$ cat src/core/pga_regs_pkg.sv
// Overview of operation
// - Power register bits 7..4 enable left2, left1, right2, right1 amplifiers; reset disabled.
// - Pin select bits 7,5,3,1 pick positive pin (1) or mid-rail (0); reset 0.
// - Pin select bits 6,4,2,0 connect negative pin (1) or leave open (0); reset 0.
// - Each amplifier has its own 5-bit gain, bits 4:0, reset code 01011 (0dB).
// - One gain setting drives both inputs of an amplifier at all times.
// - Volume register bit 7 is each amplifier's own mute: 1 mutes.
// - Mute reads 1 after reset but only mutes after a 0 then 1.
// - Volume bit 6 picks immediate (0) or zero-cross (1) gain change; reset 0.
// - Pending zero-cross gain applies at timeout; timeout clock has enable and divider.
// - Gain writes only stage a value; active gain waits for an update strobe.
// - Path-1 update bit 8 applies left1 and right1 together; path-2 likewise.
// - Left path-2, right path-1, right path-2 volumes follow at the next addresses.
// - Gain code maps linearly: 00000 is -16.5dB, plus 1.5dB per step.
package pga_regs_pkg;

    localparam int ADDR_W = 8;
    localparam int DATA_W = 9;
    localparam int GAIN_W = 5;
    localparam int NUM_AMPS = 4;
    localparam int TO_DIV_W = 2;
    localparam int TO_CNT_W = 24;
    localparam int TIMEOUT_BASE_DEFAULT = 1024;

    // Register offsets
    localparam logic [ADDR_W-1:0] OFS_PWR = 8'h02;
    localparam logic [ADDR_W-1:0] OFS_VOL_L1 = 8'h18;
    localparam logic [ADDR_W-1:0] OFS_VOL_L2 = 8'h19;
    localparam logic [ADDR_W-1:0] OFS_VOL_R1 = 8'h1A;
    localparam logic [ADDR_W-1:0] OFS_VOL_R2 = 8'h1B;
    localparam logic [ADDR_W-1:0] OFS_PIN = 8'h28;

    // Amplifier index order follows the volume registers: left1, left2, right1, right2
    localparam int AMP_L1 = 0;
    localparam int AMP_L2 = 1;
    localparam int AMP_R1 = 2;
    localparam int AMP_R2 = 3;
    localparam int PWR_BIT [NUM_AMPS] = '{6, 7, 4, 5};
    localparam int POS_BIT [NUM_AMPS] = '{5, 7, 1, 3};
    localparam int NEG_BIT [NUM_AMPS] = '{4, 6, 0, 2};

    // Volume register fields
    localparam int VU_BIT = 8;
    localparam int MUTE_BIT = 7;
    localparam int ZC_BIT = 6;
    localparam int GAIN_LSB = 0;

    // Reset values and masks
    localparam logic [7:0] PWR_MASK = 8'hF0;
    localparam logic [7:0] PWR_RESET = 8'h00;
    localparam logic [7:0] PIN_RESET = 8'h00;
    localparam logic [GAIN_W-1:0] GAIN_RESET = 5'h0B;
    localparam logic MUTE_RESET = 1'b1;
    localparam logic ZC_RESET = 1'b0;
    localparam logic [DATA_W-1:0] RD_IDLE = 9'h000;

    // Register port request
    typedef struct packed {
        logic wr;
        logic rd;
        logic [ADDR_W-1:0] addr;
        logic [DATA_W-1:0] wdata;
    } reg_req_t;

    // Per-amplifier control bundle towards the analogue side
    typedef struct packed {
        logic enable;
        logic pos_connect;
        logic neg_connect;
        logic mute;
        logic gain_pending;
        logic [GAIN_W-1:0] gain;
    } amp_ctrl_t;

endpackage : pga_regs_pkg

$ cat src/core/gain_stager.sv
`timescale 1ns/1ps
// Active gain of one amplifier, with optional zero-cross hold
module gain_stager import pga_regs_pkg::*; (
    // Clock and reset
    input wire logic clk_sys_i,
    input wire logic reset_i,
    input wire logic clear_i,
    // Control
    input wire logic update_i,
    input wire logic zc_gate_i,
    input wire logic zero_cross_i,
    input wire logic timeout_i,
    input wire logic [GAIN_W-1:0] staged_i,
    // Result
    output logic [GAIN_W-1:0] active_o,
    output logic pending_o
);

    typedef enum logic [1:0] {
        ST_IDLE = 2'b01,
        ST_WAIT = 2'b10
    } stage_state_t;

    stage_state_t state_r;
    stage_state_t state_nxt;
    logic [GAIN_W-1:0] active_r;
    logic [GAIN_W-1:0] active_nxt;
    logic [GAIN_W-1:0] hold_r;
    logic [GAIN_W-1:0] hold_nxt;

    // A fresh update while waiting replaces the held value, so the newest wins
    always_comb begin
        state_nxt = state_r;
        active_nxt = active_r;
        hold_nxt = hold_r;
        unique case (state_r)
            ST_IDLE: begin
                if (update_i && zc_gate_i) begin
                    hold_nxt = staged_i;
                    state_nxt = ST_WAIT;
                end else if (update_i) begin
                    active_nxt = staged_i;
                end
            end
            ST_WAIT: begin
                if (update_i && zc_gate_i) begin
                    hold_nxt = staged_i;
                end else if (update_i) begin
                    active_nxt = staged_i;
                    state_nxt = ST_IDLE;
                end else if (zero_cross_i || timeout_i || !zc_gate_i) begin
                    active_nxt = hold_r;
                    state_nxt = ST_IDLE;
                end
            end
            default: begin
                state_nxt = ST_IDLE;
            end
        endcase
        if (clear_i) begin
            state_nxt = ST_IDLE;
            active_nxt = GAIN_RESET;
            hold_nxt = GAIN_RESET;
        end
    end

    always_ff @(posedge clk_sys_i or posedge reset_i) begin
        if (reset_i) begin
            state_r <= ST_IDLE;
            active_r <= GAIN_RESET;
            hold_r <= GAIN_RESET;
        end else begin
            state_r <= state_nxt;
            active_r <= active_nxt;
            hold_r <= hold_nxt;
        end
    end

    assign active_o = active_r;
    assign pending_o = (state_r == ST_WAIT);

    chk_immediate_apply: assert property (@(posedge clk_sys_i) disable iff (reset_i)
        update_i && !zc_gate_i && !clear_i |=> active_r == $past(staged_i) && state_r == ST_IDLE)
        else $error("immediate update did not load gain");

    chk_hold_pending: assert property (@(posedge clk_sys_i) disable iff (reset_i)
        state_r == ST_WAIT && !update_i && !zero_cross_i && !timeout_i && zc_gate_i && !clear_i
        |=> $stable(active_r) && state_r == ST_WAIT)
        else $error("pending gain applied without crossing or timeout");

    chk_release_held: assert property (@(posedge clk_sys_i) disable iff (reset_i)
        state_r == ST_WAIT && !update_i && (zero_cross_i || timeout_i) && !clear_i
        |=> active_r == $past(hold_r) && state_r == ST_IDLE)
        else $error("held gain not applied on crossing or timeout");

    chk_no_update_stable: assert property (@(posedge clk_sys_i) disable iff (reset_i)
        state_r == ST_IDLE && !update_i && !clear_i |=> $stable(active_r))
        else $error("active gain changed without update");

endmodule : gain_stager

$ cat src/core/input_pga_control_regs.sv
// The plain strobed port was decided locally.
`timescale 1ns/1ps
// Control registers for the four input amplifiers
module input_pga_control_regs import pga_regs_pkg::*; #(
    parameter int TIMEOUT_BASE_CYCLES = TIMEOUT_BASE_DEFAULT
) (
    // Clock and reset
    input wire logic clk_sys_i,
    input wire logic reset_i,
    input wire logic soft_reset_i,
    // Register port
    input reg_req_t req_i,
    output logic [DATA_W-1:0] rd_data_o,
    // Analogue side status
    input wire logic [NUM_AMPS-1:0] zero_cross_i,
    // Timeout clock control
    input wire logic timeout_clock_enable_i,
    input wire logic [TO_DIV_W-1:0] timeout_clock_divider_i,
    // Amplifier controls
    output amp_ctrl_t [NUM_AMPS-1:0] amp_ctrl_o
);

    // Volume register address check, shared by write and read decode
    function automatic logic is_vol(input logic [ADDR_W-1:0] addr);
        is_vol = (addr == OFS_VOL_L1) || (addr == OFS_VOL_L2) ||
                 (addr == OFS_VOL_R1) || (addr == OFS_VOL_R2);
    endfunction : is_vol

    // Amplifier index from a volume address; offsets are consecutive
    function automatic logic [1:0] vol_index(input logic [ADDR_W-1:0] addr);
        vol_index = 2'(addr - OFS_VOL_L1);
    endfunction : vol_index

    // Path of an amplifier: index bit 0 clear is path 1
    function automatic logic amp_path(input int idx);
        amp_path = idx[0];
    endfunction : amp_path

    logic [7:0] pwr_r;
    logic [7:0] pwr_nxt;
    logic [7:0] pin_r;
    logic [7:0] pin_nxt;
    logic [NUM_AMPS-1:0] mute_r;
    logic [NUM_AMPS-1:0] mute_nxt;
    logic [NUM_AMPS-1:0] armed_r;
    logic [NUM_AMPS-1:0] armed_nxt;
    logic [NUM_AMPS-1:0] mute_eff_r;
    logic [NUM_AMPS-1:0] mute_eff_nxt;
    logic [NUM_AMPS-1:0] zc_r;
    logic [NUM_AMPS-1:0] zc_nxt;
    logic [GAIN_W-1:0] staged_r [NUM_AMPS];
    logic [GAIN_W-1:0] staged_nxt [NUM_AMPS];
    logic [DATA_W-1:0] rd_data_r;
    logic [DATA_W-1:0] rd_data_nxt;
    logic [1:0] path_update;
    logic [1:0] wr_idx;
    logic vol_wr;
    logic timeout_tick;
    logic [GAIN_W-1:0] active_gain [NUM_AMPS];
    logic [NUM_AMPS-1:0] gain_pending;

    assign wr_idx = vol_index(req_i.addr);
    assign vol_wr = req_i.wr && !soft_reset_i && is_vol(req_i.addr);

    // Update bit is a write-only strobe, shared by both volume registers of a path
    always_comb begin
        path_update = 2'b00;
        if (vol_wr && req_i.wdata[VU_BIT]) begin
            path_update[wr_idx[0]] = 1'b1;
        end
    end

    // Register file next state; a gain write lands in staging only, mute, zero-cross, power and pin bits apply directly
    always_comb begin
        pwr_nxt = pwr_r;
        pin_nxt = pin_r;
        mute_nxt = mute_r;
        zc_nxt = zc_r;
        // Arm a mute once its bit has been seen low
        armed_nxt = armed_r | ~mute_r;
        for (int i = 0; i < NUM_AMPS; i++) begin
            staged_nxt[i] = staged_r[i];
        end
        if (soft_reset_i) begin
            pwr_nxt = PWR_RESET;
            pin_nxt = PIN_RESET;
            mute_nxt = {NUM_AMPS{MUTE_RESET}};
            armed_nxt = '0;
            zc_nxt = {NUM_AMPS{ZC_RESET}};
            for (int i = 0; i < NUM_AMPS; i++) begin
                staged_nxt[i] = GAIN_RESET;
            end
        end else if (req_i.wr) begin
            if (req_i.addr == OFS_PWR) begin
                pwr_nxt = req_i.wdata[7:0] & PWR_MASK;
            end else if (req_i.addr == OFS_PIN) begin
                pin_nxt = req_i.wdata[7:0];
            end else if (is_vol(req_i.addr)) begin
                mute_nxt[wr_idx] = req_i.wdata[MUTE_BIT];
                zc_nxt[wr_idx] = req_i.wdata[ZC_BIT];
                staged_nxt[wr_idx] = req_i.wdata[GAIN_LSB +: GAIN_W];
            end
        end
        // Reset value reads 1 but stays inactive until armed
        mute_eff_nxt = mute_nxt & armed_nxt;
    end

    always_ff @(posedge clk_sys_i or posedge reset_i) begin
        if (reset_i) begin
            pwr_r <= PWR_RESET;
            pin_r <= PIN_RESET;
            mute_r <= {NUM_AMPS{MUTE_RESET}};
            armed_r <= '0;
            mute_eff_r <= '0;
            zc_r <= {NUM_AMPS{ZC_RESET}};
            for (int i = 0; i < NUM_AMPS; i++) begin
                staged_r[i] <= GAIN_RESET;
            end
        end else begin
            pwr_r <= pwr_nxt;
            pin_r <= pin_nxt;
            mute_r <= mute_nxt;
            armed_r <= armed_nxt;
            mute_eff_r <= mute_eff_nxt;
            zc_r <= zc_nxt;
            for (int i = 0; i < NUM_AMPS; i++) begin
                staged_r[i] <= staged_nxt[i];
            end
        end
    end

    // Read data valid only in the cycle after the strobe; the update bit reads 0
    always_comb begin
        rd_data_nxt = RD_IDLE;
        if (req_i.rd) begin
            if (req_i.addr == OFS_PWR) begin
                rd_data_nxt = {1'b0, pwr_r};
            end else if (req_i.addr == OFS_PIN) begin
                rd_data_nxt = {1'b0, pin_r};
            end else if (is_vol(req_i.addr)) begin
                rd_data_nxt = RD_IDLE;
                rd_data_nxt[MUTE_BIT] = mute_r[vol_index(req_i.addr)];
                rd_data_nxt[ZC_BIT] = zc_r[vol_index(req_i.addr)];
                rd_data_nxt[GAIN_LSB +: GAIN_W] = staged_r[vol_index(req_i.addr)];
            end
        end
    end

    always_ff @(posedge clk_sys_i or posedge reset_i) begin
        if (reset_i) begin
            rd_data_r <= RD_IDLE;
        end else begin
            rd_data_r <= rd_data_nxt;
        end
    end

    assign rd_data_o = rd_data_r;

    // Timeout runs free, so the wait after an update is up to one period
    timeout_tick_gen #(
        .BASE_CYCLES(TIMEOUT_BASE_CYCLES)
    ) u_timeout (
        .clk_sys_i(clk_sys_i),
        .reset_i(reset_i),
        .enable_i(timeout_clock_enable_i),
        .divider_i(timeout_clock_divider_i),
        .tick_o(timeout_tick)
    );

    // One stager per amplifier; staged_nxt lets gain and update share one write
    for (genvar g = 0; g < NUM_AMPS; g++) begin : g_amp
        gain_stager u_stager (
            .clk_sys_i(clk_sys_i),
            .reset_i(reset_i),
            .clear_i(soft_reset_i),
            .update_i(path_update[amp_path(g)]),
            .zc_gate_i(zc_nxt[g]),
            .zero_cross_i(zero_cross_i[g]),
            .timeout_i(timeout_tick),
            .staged_i(staged_nxt[g]),
            .active_o(active_gain[g]),
            .pending_o(gain_pending[g])
        );

        // Outputs are flops, pending decoded from the stager state; one gain code serves both amplifier inputs
        assign amp_ctrl_o[g].enable = pwr_r[PWR_BIT[g]];
        assign amp_ctrl_o[g].pos_connect = pin_r[POS_BIT[g]];
        assign amp_ctrl_o[g].neg_connect = pin_r[NEG_BIT[g]];
        assign amp_ctrl_o[g].mute = mute_eff_r[g];
        assign amp_ctrl_o[g].gain_pending = gain_pending[g];
        assign amp_ctrl_o[g].gain = active_gain[g];
    end

    chk_power_enable: assert property (@(posedge clk_sys_i) disable iff (reset_i)
        req_i.wr && !soft_reset_i && req_i.addr == OFS_PWR
        |=> amp_ctrl_o[AMP_L2].enable == $past(req_i.wdata[7]) &&
            amp_ctrl_o[AMP_R1].enable == $past(req_i.wdata[4]))
        else $error("power enable bits not mapped");

    chk_pin_select: assert property (@(posedge clk_sys_i) disable iff (reset_i)
        req_i.wr && !soft_reset_i && req_i.addr == OFS_PIN
        |=> amp_ctrl_o[AMP_L1].pos_connect == $past(req_i.wdata[5]) &&
            amp_ctrl_o[AMP_R2].neg_connect == $past(req_i.wdata[2]))
        else $error("pin select bits not mapped");

    chk_mute_unarmed: assert property (@(posedge clk_sys_i) disable iff (reset_i)
        (armed_r == '0 && !req_i.wr && !soft_reset_i) [*2] |-> amp_ctrl_o[AMP_L1].mute == 1'b0)
        else $error("mute active before being armed");

    chk_mute_toggle: assert property (@(posedge clk_sys_i) disable iff (reset_i)
        vol_wr && wr_idx == 2'b00 && !req_i.wdata[MUTE_BIT]
        ##1 vol_wr && wr_idx == 2'b00 && req_i.wdata[MUTE_BIT]
        |=> amp_ctrl_o[AMP_L1].mute)
        else $error("mute not effective after 0 then 1");

    chk_read_volume: assert property (@(posedge clk_sys_i) disable iff (reset_i)
        req_i.rd && req_i.addr == OFS_VOL_R1
        |=> rd_data_o[VU_BIT] == 1'b0 && rd_data_o[GAIN_LSB +: GAIN_W] == $past(staged_r[AMP_R1]))
        else $error("volume readback wrong");

    chk_read_once: assert property (@(posedge clk_sys_i) disable iff (reset_i)
        !req_i.rd |=> rd_data_o == RD_IDLE)
        else $error("read data outside its cycle");

    chk_pair_update: assert property (@(posedge clk_sys_i) disable iff (reset_i)
        vol_wr && req_i.wdata[VU_BIT] && wr_idx == 2'b00 && !zc_nxt[AMP_R1]
        |=> amp_ctrl_o[AMP_R1].gain == $past(staged_nxt[AMP_R1]))
        else $error("partner gain not updated with path strobe");

    chk_staging_only: assert property (@(posedge clk_sys_i) disable iff (reset_i)
        vol_wr && !req_i.wdata[VU_BIT] && !gain_pending[wr_idx]
        |=> active_gain[$past(wr_idx)] == $past(active_gain[wr_idx]))
        else $error("gain write changed active gain");

endmodule : input_pga_control_regs

$ cat src/core/timeout_tick_gen.sv
`timescale 1ns/1ps
// Free-running timeout tick for zero-cross gating
module timeout_tick_gen import pga_regs_pkg::*; #(
    parameter int BASE_CYCLES = TIMEOUT_BASE_DEFAULT
) (
    // Clock and reset
    input wire logic clk_sys_i,
    input wire logic reset_i,
    // Control
    input wire logic enable_i,
    input wire logic [TO_DIV_W-1:0] divider_i,
    // Tick
    output logic tick_o
);

    logic [TO_CNT_W-1:0] cnt_r;
    logic [TO_CNT_W-1:0] cnt_nxt;
    logic tick_r;
    logic tick_nxt;
    logic [TO_CNT_W-1:0] period;

    // Period doubles per divider step
    assign period = TO_CNT_W'(BASE_CYCLES) << divider_i;

    // Counter; disabled clock means no timeout ever fires
    always_comb begin
        cnt_nxt = cnt_r;
        tick_nxt = 1'b0;
        if (!enable_i) begin
            cnt_nxt = '0;
        end else if (cnt_r >= period - TO_CNT_W'(1)) begin
            cnt_nxt = '0;
            tick_nxt = 1'b1;
        end else begin
            cnt_nxt = cnt_r + TO_CNT_W'(1);
        end
    end

    always_ff @(posedge clk_sys_i or posedge reset_i) begin
        if (reset_i) begin
            cnt_r <= '0;
            tick_r <= 1'b0;
        end else begin
            cnt_r <= cnt_nxt;
            tick_r <= tick_nxt;
        end
    end

    assign tick_o = tick_r;

    chk_tick_single: assert property (@(posedge clk_sys_i) disable iff (reset_i)
        tick_r |-> cnt_r == '0 ##1 !tick_r)
        else $error("timeout tick longer than one cycle");

endmodule : timeout_tick_gen

$ cat config.mk
export PLATFORM = sky130hd
export DESIGN_NAME = input_pga_control_regs
export DESIGN_NICKNAME = d
export VERILOG_FILES = /design/src/core/pga_regs_pkg.sv /design/src/core/gain_stager.sv /design/src/core/input_pga_control_regs.sv /design/src/core/timeout_tick_gen.sv
export SDC_FILE = /design/constraint.sdc
export NUM_CORES = 1
export LEC_CHECK = 0
export BUFFER_PORTS_ARGS = -buffer_cell sky130_fd_sc_hd__buf_4
export CAP_MARGIN = 30
export CORE_MARGIN = 2
export CORE_UTILIZATION = 42
export DETAILED_ROUTE_END_ITERATION = 10
export MAX_ROUTING_LAYER = met4
export PLACE_DENSITY = 0.7
export SETUP_SLACK_MARGIN = 0.1
export SLEW_MARGIN = 20
export SYNTH_ARGS = -nofsm -noshare
export SYNTH_HDL_FRONTEND = slang
export SYNTH_SLANG_ARGS = --single-unit
$ cat constraint.sdc
create_clock -name clk_sys_i -period 5 [get_ports clk_sys_i]
set_input_delay 0.5 -clock clk_sys_i [delete_from_list [all_inputs] [get_ports clk_sys_i]]
set_output_delay 0.5 -clock clk_sys_i [all_outputs]
set_load 0.03 [all_outputs]
### Yosys cells after proc, flatten, opt, wreduce, memory -nomap -nowiden

Index checks and enable logic that the tools add are counted.

* add/subtract/negate cells: 3
* order comparisons: 7
* equality and inequality tests: 35
* shifts and indexed selects: 1
* multiplexer cells: 112
* bitwise logic cells: 4
* reduce and logical (&&, ||, !) cells: 59

Operators with widths (count)
* $mux W5: 39
* $mux W20: 5
* $mux W8: 11
* $mux W24: 2
* $mux W4: 11
* $mux W2: 21
* $pmux W5 S2: 4
* $ne A3 B3 Y1 const B: 12
* $eq A8 B5 Y1 const B: 4
* $add A24 B1 Y24 const B: 1
* $ge A24 B24 Y1: 1
* $shl A11 B2 Y24 const A: 1
* $sub A24 B1 Y24 const B: 1
* $reduce_bool A2 Y1: 11
* $bwmux W20: 1
* $reduce_and A5 Y1: 4
* $ne A4 B4 Y1 const B: 4
* $pmux W2 S2: 4
* $reduce_and A3 Y1: 5
* $ne A3 B2 Y1 const B: 4
* $reduce_bool A3 Y1: 4
* $logic_or A1 B1 Y1: 11
* $bmux W5 S2: 1
* $demux W5 S2: 1
* other kinds (25): 58

* register bits: 134
* output and inout bits: 49
* logic and storage cells: 246

### Depth between registers and ports, before layout

* word-level depth: 18
* depth in mapped cells: 8
* depth with buffers taken out: 7

### By module

A second synthesis with hierarchy kept.

* cells, all modules: 609
* area total of the unflattened synthesis: 6558.8 um2

Modules (own cells, without submodules)
* input_pga_control_regs: instances 1, cells an instance 259, area an instance 2870.3 um2, seq. area each 1421.4 um2
* gain_stager: instances 4, cells an instance 62, area an instance 646.9 um2, seq. area each 309.0 um2
* timeout_tick_gen: instances 1, cells an instance 102, area an instance 1101.1 um2, seq. area each 625.6 um2

### Worst setup path after synthesis

OpenSTA, ideal clock, no wires.

* path type: input-to-reg
* start point: in req_i[18] (netlist name)
* end point: reg g_amp[1].u_stager.hold_r[2]
* library setup time: 0.125 ns
* arrival: 2.263 ns
* slack: 2.612 ns
* stages: 8
* buffers on the path: 3
* cell sequence: buf_2 > nand4bb_1 > buf_2 > nor3_4 > mux2i_1 > or3_1 > buf_2 > mux2_4

* longest elaborated chain between the ends: 7
* elaborated cells on any way between the ends: 14
* those cells by class: mux (8); reduce/logical (6)

Ends and longest elaborated chain
* start, declared: line input_pga_control_regs.sv:12 `input reg_req_t req_i,`
* $logic_and A1 B1 Y1 (2 in series): line input_pga_control_regs.sv:63 `assign vol_wr = req_i.wr && !soft_reset_i && is_vol(req_i.addr);`
* $logic_and A1 B1 Y1: line input_pga_control_regs.sv:68 `if (vol_wr && req_i.wdata[VU_BIT]) begin`
* $mux W2: line input_pga_control_regs.sv:68
* $logic_and A1 B1 Y1: line gain_stager.sv:38, gain_stager.sv:46
* $reduce_bool A2 Y1 (no line)
* $reduce_and A2 Y1 (no line)
* end signal, assigned: line gain_stager.sv:75 `hold_r <= hold_nxt;`
* end, declared: line gain_stager.sv:28 `logic [GAIN_W-1:0] hold_r;`

Parallel ways exist; a longest one is shown, timed or not. The select of a mux whose other input is x is not followed.
A chain may end at the register's enable or synchronous reset.

### Worst setup path after layout

* start point: in req_i[9] (netlist name)
* end point: reg g_amp[1].u_stager.hold_r[4]

* longest elaborated chain between the ends: 15
* elaborated cells on any way between the ends: 47
* those cells by class: add/sub (1); order compare (6); eq/ne (6); mux (22); bitwise (1); reduce/logical (11)

Ends and longest elaborated chain
* $sub A2 B1 Y2: line input_pga_control_regs.sv:31 `vol_index = 2'(addr - OFS_VOL_L1);`
* $not A2 Y3 (not written as such): line input_pga_control_regs.sv:101 `staged_nxt[wr_idx] = req_i.wdata[GAIN_LSB +: GAIN_W];`
* $ge A3 B3 Y1 (not written as such) or $lt A3 B1 Y1 (tied branches): line input_pga_control_regs.sv:101
* $logic_and A1 B1 Y1 (not written as such): line input_pga_control_regs.sv:101
* $mux W5 (not written as such): line input_pga_control_regs.sv:101
* $demux W5 S2: line input_pga_control_regs.sv:101
* $bwmux W20: line input_pga_control_regs.sv:101
* $mux W20: line input_pga_control_regs.sv:98 `end else if (is_vol(req_i.addr)) begin`
* $mux W20: line input_pga_control_regs.sv:96 `end else if (req_i.addr == OFS_PIN) begin`
* $mux W20: line input_pga_control_regs.sv:94 `if (req_i.addr == OFS_PWR) begin`
* $mux W20: line input_pga_control_regs.sv:93 `end else if (req_i.wr) begin`
* $mux W20: line input_pga_control_regs.sv:84 `if (soft_reset_i) begin`
* $mux W5: line gain_stager.sv:38, gain_stager.sv:46
* $mux W5
* $mux W5: line gain_stager.sv:60 `if (clear_i) begin`

Parallel ways exist; a longest one is shown, timed or not. The select of a mux whose other input is x is not followed.

==> impl_metrics.py <==
metrics = {
    "outcome": {
        "status": "finished clean",
    },
    "critical_path": {
        "cp-start-kind": "input pin",
        "reg2reg_slack_ns": 2.54,
        "regToRegStartpoint": "g_amp[3].u_stager.state_r[0]",
        "crit_path_end_kind": "flip-flop",
        "crit_required_ns": 5.30,
        "r2r_cells": 7,
        "critPathMaxFanout": 13,
        "crit_arrival_ns": 2.83,
        "worstSetupStartpoint": "req_i[9]",
        "r2r-end": "g_amp[3].u_stager.active_o[2]",
        "crit_type": "in -> reg",
    },
    "clock_tree": {
        "clk_path_buf_depth": 2,
        "cts.sinks": 129,
        "clock_latency_ns": 0.42,
        "postCtsHoldBufs": 0,
        "path_clk_slew_ns": 0.06,
        "htreeDepth": 4,
        "post_cts_resized": 0,
        "ctsRootBufferMaster": "clkbuf_16",
        "cts_setup_buffers": 0,
        "cts_tree": "yes",
        "cts_buffers": 17,
    },
    "synthesis": {
        "ys_ff_latch": 129,
        "yosysSeqAreaShare_pct": 50.5,
        "synth_edf_count": 0,
        "synthFlopType": "dfrtp_1",
        "netlist.area_leader.share_pct": 32.7,
        "netlist_area_mm2": 0.00651,
        "ys_top_cells_by_area": "dfrtp_1 33%, dfstp_2 18%, mux2i_1 5.2%",
        "synthDistinctLibCells": 68,
        "syn_avg_cell_area_um2": 11.0,
        "synthCells": 590,
        "synthDominantAreaCellType": "dfrtp_1",
        "synth-async-reset-ratio_pct": 100,
        "synth_warnings": 0,
    },
    "worst_hold_path": {
        "hold_path.class": "in -> async",
    },
    "pwr": {
        "p_total_mw": 2.46,
        "p_leak_nw": 3.50,
        "ir_drop_mv": 0.250,
        "p_per_area_mw_per_mm2": 313,
    },
    "sta": {
        "period_share_pct": 50.5,
        "maxSlewViolCount": 0,
        "rsz0062_at_grt": "no",
        "slew_headroom_pct": 38.2,
        "finalHoldViolations": 0,
        "fin_hold_ws_ns": 0.126,
        "fin_crit_ns": 2.52,
        "finalSetupViolations": 0,
        "fin_skew_ns": 0.00557,
        "tns_ns": 0,
        "timing.fmax_ghz": 0.396,
        "tightest_slew_ns": 0.919,
    },
    "cells_and_area": {
        "final-seq-area_mm2": 0.00328,
        "fillCellCount": 1322,
        "final_nets": 709,
        "n_antenna_cell": 0,
        "drive_gt1_share_pct": 30.7,
        "postLayoutCellArea_mm2": 0.00787,
        "multi_input_area_mm2": 0.00304,
        "area_growth_pct": 20.9,
    },
    "detailed_routing": {
        "drtIter0Drc": 388,
        "vias": 4998,
        "wl_per_cell_um": 18.4,
        "drt.antenna.violating_nets": 0,
        "wl_um": 16000,
        "drc": 0,
        "drt_pass1_iterations": 5,
        "vias_per_cell": 5.76,
    },
    "place": {
        "io_buffers": 76,
        "gp_congestion": 0.915,
        "place_area_mm2": 0.00725,
        "post-dp-hpwl_um": 11300,
    },
    "global_routing": {
        "antenna_found_initial": 0,
        "grt_max_degree": 86,
        "grt_pass1_wl_um": 25900,
        "gr-total-overflow": 0,
        "grt.total_usage_pct": 20.9,
        "grt_pass1_vias": 4976,
    },
    "run": {
        "drv_cap": 0,
    },
    "floorplan": {
        "dieArea_mm2": 0.0165,
        "boundaryPins": 78,
        "fp-row-count": 45,
        "die-width_um": 128,
        "die_h_um": 128,
        "core-area_mm2": 0.0151,
        "initial_core_util_pct": 43.0,
    },
}
## report_power, final
part / switching [mW] / internal [mW] / leakage [nW]
Sequential: 0.00252 / 1.05 / 1.63
Combinational: 0.0757 / 0.0317 / 1.59
Clock: 0.452 / 0.845 / 0.286
Total: 0.531 / 1.93 / 3.50
## state kept, by name, indices dropped and copies added, names as in the netlist
| signal | cells |
|---|---|
| armed_r | 4 |
| g_amp.u_stager.active_o | 20 |
| g_amp.u_stager.hold_r | 20 |
| g_amp.u_stager.state_r | 8 |
| mute_eff_r | 4 |
| mute_r | 4 |
| pin_r | 8 |
| pwr_r | 4 |
| rd_data_o | 8 |
| staged_r | 20 |
| u_timeout.cnt_r | 24 |
| u_timeout.tick_o | 1 |
| zc_r | 4 |
## cells by family after synthesis
group                      count (synthesis)  synth area share [%]
muxes                                     64                  11.9
adders and majority gates                 13                  2.50
and+or+nand+nor                          212                  18.2
other                                      2                 0.115
buffers and inverters                     54                  3.50
DFF                                      129                  50.5
AOI/OAI and AO/OA                        103                  11.6
xor gates and xnor gates                  13                  1.75
## synth_stat cells (all sizes together), types with 4 or more instances
cell,instances
a211oi,5
a21oi,20
a22oi,10
a2bb2oi,12
a31o,5
and2,8
and3,16
buf,14
clkbuf,16
dfrtp,85
dfstp,44
ha,13
inv,23
mux2,23
mux2i,34
mux4,7
nand2,44
nand2b,5
nand3,25
nand4,8
nor2,40
nor2b,15
nor3,13
nor4,12
o211ai,4
o21ai,10
o22ai,4
o2bb2ai,5
o31a,5
o31ai,7
or2,6
xnor2,9
xor2,4
## per-stage QoR
step,util (%),instances,setup slack [ns]
floorplan,-,599,1.13
global placement,47.7,835,2.20
detailed placement,47.8,836,2.02
CTS,51.9,868,2.44
global route,51.9,868,2.32
finish,51.9,868,2.48
## worst max-delay path by stage
stage	endpoint	slack [ns]	cells after the start
floorplan	armed_r[0]	1.13	1
global placement	g_amp[1].u_stager.hold_r[2]	2.20	6
detailed placement	g_amp[2].u_stager.hold_r[2]	2.02	5
CTS	g_amp[2].u_stager.hold_r[2]	2.44	5
global route	g_amp[2].u_stager.hold_r[4]	2.32	5
finish	g_amp[1].u_stager.hold_r[4]	2.48	6
## cell type report
type | count | share of cell area [%]
flip-flops and latches | 129 | 41.7
multi-input cells | 416 | 38.6
repair buffers | 79 | 7.70
clock buffers | 22 | 5.77
well taps | 188 | 2.99
clock inverters | 10 | 2.04
inverters | 24 | 1.18
## layer usage
layer  GRT usage [%]  vias up  wire length [µm]
met1            26.5     2501              7100
met3            4.78       32               867
met5               -        -                 0
met4            9.44        0               430
li1                -     2277                 -
met2            31.9      188              7610
## worst max-delay path: stages
cell and delay [ns]:
buf_4 0.21, nand4bb_1 0.35, nor3_4 0.50, mux2i_1 0.55, or3_1 0.38, mux2_4 0.33
## placed cells by master, fill, tap and decap left out, types with 17 or more instances in the layout
master | netlist | layout
clkbuf_16 | 0 | 17
dfrtp_1 | 85 | 85
a21oi_1 | 20 | 20
buf_4 | 5 | 78
nand3_1 | 25 | 25
inv_1 | 23 | 22
mux2_2 | 18 | 18
nand2_1 | 44 | 44
dfstp_2 | 44 | 44
mux2i_1 | 34 | 34
nor2_1 | 40 | 40
Note: power is estimated with default switching activity, not from simulation.
